### src/hdl/pmu_cfg.svh
`ifndef PMU_CFG_SVH
`define PMU_CFG_SVH

// ---------------------------------------------------------------
// csr numbers
// ---------------------------------------------------------------
`define PMU_CSR_GROUP_CTRL   12'h7D0
`define PMU_CSR_CYCLE_LO     12'hB00
`define PMU_CSR_INSTRET_LO   12'hB02
`define PMU_CSR_HPM_LO       12'hB03
`define PMU_CSR_HPM_LO_LAST  12'hB1F
`define PMU_CSR_CYCLE_HI     12'hB80
`define PMU_CSR_INSTRET_HI   12'hB82
`define PMU_CSR_HPM_HI       12'hB83
`define PMU_CSR_HPM_HI_LAST  12'hB9F
`define PMU_CSR_SEL          12'h323
`define PMU_CSR_SEL_LAST     12'h33F

// ---------------------------------------------------------------
// fields, resets, counts
// ---------------------------------------------------------------
`define PMU_GROUP_EN_BIT     0
`define PMU_GROUP_EN_RESET   1'h1
`define PMU_NUM_HPM          4
`define PMU_EVT_MAX          6'h32
`define PMU_EVT_NONE         6'h00
`define PMU_EVT_CLK_ACTIVE   6'h01
`define PMU_NUM_EVT          51

`endif

### src/hdl/pmu_pkg.sv
`default_nettype none

package pmu_pkg;
	typedef logic [5:0]  pmu_evt_t;
	typedef logic [63:0] pmu_cnt_t;
	typedef logic [11:0] pmu_csr_t;
endpackage : pmu_pkg

`default_nettype wire

### src/hdl/pmu_unit.sv
`timescale 1ns/1ps
`default_nettype none
`include "pmu_cfg.svh"

// Notes on behaviour
// [RULE1] four 64-bit event counters, each with its own event selector.
// [RULE2] only counters and selectors 3..6 work; 7..31 read as zero.
// [RULE3] a cycle counter and a retired-instruction counter are also kept.
// [RULE4] group control sits at csr 0x7D0, bit 0 writable, 31:1 read zero.
// [RULE5] group enable 0 stops all four event counters, 1 runs; resets to 1.
// [RULE6] the group enable only gates incrementing, never touches values.
// [RULE7] unused control bits read zero; writable fields read legal values.
// [RULE8] in firmware halt every counter, cycle counter too, stops.
// [RULE9] in debug halt the stop-count bit decides whether counters run.
// [RULE10] dma traffic during those halts is served but counts nothing.
// [RULE11] a pause instruction leaves the counters running.
// [RULE12] reads see the value before the increment; writes land after it.
// [RULE13] firmware should clear the group enable around counter updates.
// [RULE14] selectors take any value, clamping above the top event code.
// [RULE15] code 0 counts nothing, 1 counts active cycles, 2 cache hits.
// [RULE16] the top event code is 50; larger writes store 50.
// [RULE17] counters have low and high csr halves; carry crosses same cycle.
module pmu_unit (
	// clock and reset
	input  wire logic                     sys_clk,
	input  wire logic                     reset,
	// csr access port
	input  wire logic                     csr_rd_en,
	input  wire logic                     csr_wr_en,
	input  wire logic [11:0]              csr_addr,
	input  wire logic [31:0]              csr_wdata,
	output logic [31:0]                   csr_rdata,
	// pipeline events, bits 0 and 1 are made inside
	input  wire logic [`PMU_NUM_EVT-1:0]  event_pulse,
	input  wire logic [1:0]               retire_count,
	// core state
	input  wire logic                     firmware_halt_state,
	input  wire logic                     debug_halt_state,
	input  wire logic                     dcsr_stop_count,
	input  wire logic                     pause_active
);
	// -----------------------------------------------------------
	// decode
	// -----------------------------------------------------------
	function automatic logic csr_is(input pmu_pkg::pmu_csr_t a,
		input pmu_pkg::pmu_csr_t base, input int i);
		csr_is = (a == (base + i[11:0]));
	endfunction : csr_is

	logic                              group_en;
	logic                              count_ok;
	logic [`PMU_NUM_EVT-1:0]           events;
	pmu_pkg::pmu_cnt_t                 cycle_cnt;
	pmu_pkg::pmu_cnt_t                 instret_cnt;
	pmu_pkg::pmu_cnt_t                 hpm_cnt [`PMU_NUM_HPM];
	pmu_pkg::pmu_evt_t                 hpm_sel [`PMU_NUM_HPM];
	logic [`PMU_NUM_HPM-1:0]           hpm_hit;
	logic [1:0]                        instret_inc;
	logic [1:0]                        cycle_inc;
	logic [31:0]                       next_rdata;

	// -----------------------------------------------------------
	// count permission
	// -----------------------------------------------------------
	// pause_active deliberately plays no part: counting goes on [RULE11]
	// firmware halt, and debug halt with stop-count, gate every counter, so dma cycles in them count nothing
	always_comb begin
		count_ok = !firmware_halt_state // [RULE8] [RULE10]
			&& !(debug_halt_state && dcsr_stop_count); // [RULE9]
	end

	// code 0 never fires, code 1 fires on every running cycle [RULE15]
	always_comb begin
		events = event_pulse;
		events[`PMU_EVT_NONE] = 1'b0;
		events[`PMU_EVT_CLK_ACTIVE] = 1'b1;
	end

	// -----------------------------------------------------------
	// group control
	// -----------------------------------------------------------
	always_ff @(posedge sys_clk or posedge reset) begin
		if (reset) begin
			group_en <= `PMU_GROUP_EN_RESET; // [RULE5]
		end else if (csr_wr_en && csr_is(csr_addr, `PMU_CSR_GROUP_CTRL, 0)) begin
			group_en <= csr_wdata[`PMU_GROUP_EN_BIT]; // [RULE4]
		end
	end

	// -----------------------------------------------------------
	// standard counters
	// -----------------------------------------------------------
	assign cycle_inc   = {1'b0, count_ok}; // [RULE3] [RULE8]
	assign instret_inc = count_ok ? retire_count : 2'h0;

	pmu_counter u_cycle (
		.sys_clk (sys_clk),
		.reset   (reset),
		.inc_amt (cycle_inc),
		.wr_lo   (csr_wr_en && csr_is(csr_addr, `PMU_CSR_CYCLE_LO, 0)),
		.wr_hi   (csr_wr_en && csr_is(csr_addr, `PMU_CSR_CYCLE_HI, 0)),
		.wdata   (csr_wdata),
		.value   (cycle_cnt)
	);

	pmu_counter u_instret (
		.sys_clk (sys_clk),
		.reset   (reset),
		.inc_amt (instret_inc),
		.wr_lo   (csr_wr_en && csr_is(csr_addr, `PMU_CSR_INSTRET_LO, 0)),
		.wr_hi   (csr_wr_en && csr_is(csr_addr, `PMU_CSR_INSTRET_HI, 0)),
		.wdata   (csr_wdata),
		.value   (instret_cnt)
	);

	// -----------------------------------------------------------
	// event counters
	// -----------------------------------------------------------
	// group enable only gates the increment, values are never reset
	genvar g;
	generate
		for (g = 0; g < `PMU_NUM_HPM; g++) begin : g_hpm
			logic [1:0] inc;

			pmu_event_sel u_sel ( // [RULE1]
				.sys_clk (sys_clk),
				.reset   (reset),
				.wr      (csr_wr_en && csr_is(csr_addr, `PMU_CSR_SEL, g)),
				.wdata   (csr_wdata),
				.events  (events),
				.sel     (hpm_sel[g]),
				.hit     (hpm_hit[g])
			);

			// [RULE5] [RULE6]
			assign inc = {1'b0, hpm_hit[g] && group_en && count_ok};

			pmu_counter u_cnt (
				.sys_clk (sys_clk),
				.reset   (reset),
				.inc_amt (inc),
				.wr_lo   (csr_wr_en && csr_is(csr_addr, `PMU_CSR_HPM_LO, g)),
				.wr_hi   (csr_wr_en && csr_is(csr_addr, `PMU_CSR_HPM_HI, g)),
				.wdata   (csr_wdata),
				.value   (hpm_cnt[g])
			);
		end
	endgenerate

	// -----------------------------------------------------------
	// read path
	// -----------------------------------------------------------
	// unlisted numbers, counters 7..31 and selectors 7..31 return zero
	always_comb begin
		next_rdata = 32'h0; // [RULE2] [RULE7]
		if (csr_is(csr_addr, `PMU_CSR_GROUP_CTRL, 0)) begin
			next_rdata = {31'h0, group_en}; // [RULE4]
		end
		if (csr_is(csr_addr, `PMU_CSR_CYCLE_LO, 0)) begin
			next_rdata = cycle_cnt[31:0];
		end
		if (csr_is(csr_addr, `PMU_CSR_CYCLE_HI, 0)) begin
			next_rdata = cycle_cnt[63:32];
		end
		if (csr_is(csr_addr, `PMU_CSR_INSTRET_LO, 0)) begin
			next_rdata = instret_cnt[31:0];
		end
		if (csr_is(csr_addr, `PMU_CSR_INSTRET_HI, 0)) begin
			next_rdata = instret_cnt[63:32];
		end
		for (int i = 0; i < `PMU_NUM_HPM; i++) begin
			if (csr_is(csr_addr, `PMU_CSR_HPM_LO, i)) begin
				next_rdata = hpm_cnt[i][31:0]; // [RULE17]
			end
			if (csr_is(csr_addr, `PMU_CSR_HPM_HI, i)) begin
				next_rdata = hpm_cnt[i][63:32];
			end
			if (csr_is(csr_addr, `PMU_CSR_SEL, i)) begin
				next_rdata = {26'h0, hpm_sel[i]};
			end
		end
	end

	// sampled before this edge's increment lands [RULE12]
	always_ff @(posedge sys_clk or posedge reset) begin
		if (reset) begin
			csr_rdata <= 32'h0;
		end else if (csr_rd_en) begin
			csr_rdata <= next_rdata;
		end
	end

	// -----------------------------------------------------------
	// checks
	// -----------------------------------------------------------
	logic wr_hpm0;
	logic wr_cycle;
	logic wr_hpm1;
	logic wr_hpm2;
	logic wr_instret;
	assign wr_hpm0  = csr_wr_en && (csr_is(csr_addr, `PMU_CSR_HPM_LO, 0)
		|| csr_is(csr_addr, `PMU_CSR_HPM_HI, 0));
	assign wr_cycle = csr_wr_en && (csr_is(csr_addr, `PMU_CSR_CYCLE_LO, 0)
		|| csr_is(csr_addr, `PMU_CSR_CYCLE_HI, 0));
	assign wr_hpm1  = csr_wr_en && (csr_is(csr_addr, `PMU_CSR_HPM_LO, 1)
		|| csr_is(csr_addr, `PMU_CSR_HPM_HI, 1));
	assign wr_hpm2  = csr_wr_en && (csr_is(csr_addr, `PMU_CSR_HPM_LO, 2)
		|| csr_is(csr_addr, `PMU_CSR_HPM_HI, 2));
	assign wr_instret = csr_wr_en && (csr_is(csr_addr, `PMU_CSR_INSTRET_LO, 0)
		|| csr_is(csr_addr, `PMU_CSR_INSTRET_HI, 0));
endmodule : pmu_unit
`default_nettype wire

### src/hdl/pmu_counter.sv
`timescale 1ns/1ps
`default_nettype none
`include "pmu_cfg.svh"

module pmu_counter (
	// clock and reset
	input  wire logic             sys_clk,
	input  wire logic             reset,
	// increment
	input  wire logic [1:0]       inc_amt,
	// csr writes
	input  wire logic             wr_lo,
	input  wire logic             wr_hi,
	input  wire logic [31:0]      wdata,
	// value
	output pmu_pkg::pmu_cnt_t     value
);
	pmu_pkg::pmu_cnt_t next_value;

	// increment first, then the write overrides its half [RULE12] [RULE17]
	always_comb begin
		next_value = value + {62'h0, inc_amt};
		if (wr_lo) begin
			next_value[31:0] = wdata;
		end
		if (wr_hi) begin
			next_value[63:32] = wdata;
		end
	end

	always_ff @(posedge sys_clk or posedge reset) begin
		if (reset) begin
			value <= 64'h0;
		end else begin
			value <= next_value;
		end
	end
endmodule : pmu_counter
`default_nettype wire

### src/hdl/pmu_event_sel.sv
`timescale 1ns/1ps
`default_nettype none
`include "pmu_cfg.svh"

module pmu_event_sel (
	// clock and reset
	input  wire logic                       sys_clk,
	input  wire logic                       reset,
	// csr write
	input  wire logic                       wr,
	input  wire logic [31:0]                wdata,
	// events
	input  wire logic [`PMU_NUM_EVT-1:0]    events,
	// selection
	output pmu_pkg::pmu_evt_t               sel,
	output logic                            hit
);
	// any value accepted, above the top code reads back as the top [RULE14]
	function automatic pmu_pkg::pmu_evt_t clamp_evt(input logic [31:0] v);
		if (v > {26'h0, `PMU_EVT_MAX}) begin
			clamp_evt = `PMU_EVT_MAX;
		end else begin
			clamp_evt = v[5:0];
		end
	endfunction : clamp_evt

	always_ff @(posedge sys_clk or posedge reset) begin
		if (reset) begin
			sel <= `PMU_EVT_NONE;
		end else if (wr) begin
			sel <= clamp_evt(wdata); // [RULE16]
		end
	end

	// sel never exceeds the top code, so the index stays in range
	assign hit = events[sel];
endmodule : pmu_event_sel
`default_nettype wire

### config.mk
export PLATFORM = sky130hd
export DESIGN_NAME = pmu_unit
export DESIGN_NICKNAME = d
export VERILOG_FILES = /design/src/hdl/pmu_pkg.sv /design/src/hdl/pmu_unit.sv /design/src/hdl/pmu_counter.sv /design/src/hdl/pmu_event_sel.sv
export VERILOG_INCLUDE_DIRS = /design/src /design/src/hdl
export SDC_FILE = /design/constraint.sdc
export NUM_CORES = 2
export LEC_CHECK = 0
export CAP_MARGIN = 20
export CORE_MARGIN = 4
export CORE_UTILIZATION = 50
export DETAILED_ROUTE_END_ITERATION = 10
export DONT_BUFFER_PORTS = 1
export HOLD_SLACK_MARGIN = 0.08
export PLACE_DENSITY = 0.78
export SYNTH_ARGS = -nofsm -noshare
export SYNTH_HDL_FRONTEND = slang
export SYNTH_SLANG_ARGS = --single-unit
### constraint.sdc
create_clock -name sys_clk -period 12.9 [get_ports sys_clk]
set_clock_uncertainty 0.15 [all_clocks]
set_input_delay 1.29 -clock sys_clk [delete_from_list [all_inputs] [get_ports sys_clk]]
set_output_delay 1.29 -clock sys_clk [all_outputs]
set_load 0.01 [all_outputs]
==> results.cfg <==
[worst_setup_path]
rr_startpoint = g_hpm[0].u_sel.sel[0]$_DFFE_PP0P_
crit_path_max_fanout = 17
worst-endpoint-required_ns = 13.25
regToRegSetupSlack_ns = 7.27
path_class = reg -> reg
cp-start-kind = register
crit_arrival_ns = 5.97
worst-r2r-cell-count = 15
reg2reg_to = g_hpm[0].u_cnt.value[58]$_DFF_PP0_
endpoint_kind = register

[synth]
ys_top_cells_by_area = dfrtp_1 (40%), xor2_1 (6.4%), nand2_1 (5.9%)
synth_edf_count = 0
ys_seq_area_share_pct = 39.8
yosysTopAreaCellShare_pct = 39.7
yosysWarnings = 0
syn_nets = 3307
synth_area_leader_cell = dfrtp_1
synthArstFlopShare_pct = 100
synthesis.area_mm2 = 0.0277
yosys.cell_types.count = 71
synthFlopType = dfrtp_1
ys_ff_latch = 441
syn_area_per_cell_um2 = 8.69
postSynthCellCount = 3189
yosysMostFrequentCell = dfrtp_1
synthTopCellsByCount = dfrtp_1 (440), nand2_1 (433), nor2_1 (310), o21ai_0 (281), xor2_1 (203)

[timing]
worst_pin_slew_ns = 1.17
setup_violations = 0
timing.final.crit_share_pct = 43.6
timing.fmax_mhz = 178
rsz0062_at_grt = false
period_minus_slack_ns = 5.63
hold_viol = 0
setup_tns_ns = 0
timing.slew.headroom_pct = 21.0
hold_ws_ns = 0.413
slew_violations = 0

[cts]
cts_max_path_buffers = 3
cts.reportedPaths.clkPinSlew_ns = 0.07
clock_latency_ns = 0.61
cts_hold_buffers = 0
root_buffer = clkbuf_16
htreeDepth = 2
cts_tree = built
clock-sinks = 441
cts_setup_buffers = 0
cts_resized = 0
cts_buffers = 48

[grt]
grt_util_all_layers_pct = 31.0
busiest_layer = met2
met3_usage_pct = 8.88
grt-ovfl-total = 0
grt_pass1_wl_um = 144000
grt_max_degree = 168
grt_util_met2_pct = 47.4
antenna_found_initial = 3
grt_pass1_vias = 24400
grtUsageMet1_pct = 40.6

[min_path]
hold_start = g_hpm[1].u_sel.sel[4]$_DFFE_PP0P_
hp-class = reg -> reg
min_path_cells = 2
min_to = g_hpm[1].u_sel.sel[4]$_DFFE_PP0P_

[placement]
place_area_mm2 = 0.0282
port_buffers = 0
dpl.hpwl_um = 65800
gp_congestion = 0.950

[floorplanning]
rows = 86
die_h_um = 243
core_mm2 = 0.0550
die_width_um = 243
start_util_pct = 50.4
io_pins = 137
die_area_mm2 = 0.0593

[power]
ir_drop_uv = 90.2
leakage_uw = 0.0116
power.total_uw = 2970
powerDensity_mw_per_mm2 = 99.6

[cells_and_area]
post-route-cell-area_mm2 = 0.0298
drive_gt1_share_pct = 7.81
area_growth_pct = 7.60
final_nets = 3180
n_antenna_cell = 0

[route]
drt_iter0_markers = 3368
drc = 0
vias = 25400
wirelength_um = 94600
vias_per_cell = 6.60
firstDrtPassIters = 7
drtAntennaViolNets = 0
avgRoutedWirePerCell_um = 24.6

[job]
max-cap-violations = 0

[outcome]
status = completed
## cells in the final DEF, fill, tap and decap left out, types with 6 or more instances in the layout
master and n:
a31oi_1 10, o21ai_0 281, dfrtp_1 440, xnor2_1 168, and4_1 38, mux2_2 37, a222oi_1 20, a21oi_1 185
nand2_1 428, nor3_1 49, and3_1 71, a22oi_1 9, clkbuf_16 48, a221oi_1 61, clkbuf_1 15, nand4_1 94
buf_4 29, inv_1 46, xor2_1 203, mux2i_1 19, o22ai_1 6, nor2b_1 9, or4_1 6, mux4_2 51
ha_1 12, clkbuf_8 6, a22o_1 32, nand3_1 173, nand2b_1 28, and2_1 17, a32oi_1 24, nor4_1 25
o221ai_1 6, nand3b_1 7, nor4_2 11, or3_1 12, nor2_1 307
## flip-flops by register name, summed over array words and instances (netlist names)
signal             cells
g_hpm.u_cnt.value    256
u_cycle.value         64
u_instret.value       64
csr_rdata             32
g_hpm.u_sel.sel       24
group_en               1
## area by class of cell
| class | count | area, um2 |
|---|---|---|
| fill | 4886 | 25200 |
| inverter | 47 | 180 |
| clock inverter | 16 | 175 |
| multi-input combinational | 2488 | 15800 |
| clock buffer | 69 | 1340 |
| tap | 748 | 936 |
| sequential | 441 | 11000 |
| timing repair buffer | 36 | 373 |
## report_power, final
group	switching (uW)	internal, uW
combinational	77.0	62.0
sequential	48.6	1410
clock	602	766
## layer usage
metal	vias up	routed length (um)
li1	11200	-
met1	12200	35300
met2	1606	41800
met3	344	12200
met4	6	5410
met5	-	41
## how the worst max path moves through the flow
| stage | start | endpoint |
|---|---|---|
| after floorplan | reset | csr_rdata[0]$_DFFE_PP0P_ |
| after global placement | event_pulse[9] | g_hpm[0].u_cnt.value[58]$_DFF_PP0_ |
| after detailed placement | event_pulse[29] | g_hpm[0].u_cnt.value[58]$_DFF_PP0_ |
| after CTS | g_hpm[0].u_sel.sel[0]$_DFFE_PP0P_ | g_hpm[0].u_cnt.value[58]$_DFF_PP0_ |
| after global routing | g_hpm[0].u_sel.sel[0]$_DFFE_PP0P_ | g_hpm[0].u_cnt.value[58]$_DFF_PP0_ |
| final | g_hpm[0].u_sel.sel[0]$_DFFE_PP0P_ | g_hpm[0].u_cnt.value[58]$_DFF_PP0_ |
## metrics by stage
stage / std cells / utilization [%] / setup slack [ns]
after CTS: 3840 / 54.0 / 7.34
after global routing: 3845 / 54.2 / 7.03
after global placement: 3754 / 51.2 / 7.26
final: 3845 / 54.2 / 7.27
after detailed placement: 3755 / 51.3 / 7.25
after floorplan: 3189 / - / 5.50
## cells by family (layout without fill, tap and decap cells)
| kind of cell | count (synthesis) | in the layout | share of synthesized area [%] |
|---|---|---|---|
| multiplexers | 107 | 107 | 6.33 |
| AND/OR/NAND/NOR | 1324 | 1324 | 23.2 |
| adder cells (fa/ha/maj) | 13 | 13 | 0.614 |
| buffers and inverters | 260 | 168 | 3.57 |
| XOR/XNOR | 371 | 371 | 11.7 |
| flip-flops | 441 | 441 | 39.8 |
| AO/OA/AOI/OAI | 673 | 673 | 14.8 |
## critical path, cell delays in order, from the launching register on
cell and delay (ns):
dfrtp_1 0.97, mux4_2 0.38, mux4_2 0.28, mux2i_1 0.09, nor2_1 0.09, a31oi_1 0.09, nor2_1 0.15, ha_1 0.22
ha_1 0.20, nand3_1 0.28, or3_1 0.63, nor3_1 0.75, nand4_1 0.60, nor4_1 0.40, xnor2_1 0.16, o21ai_1 0.07
Note: power is estimated with default switching activity, not from simulation.
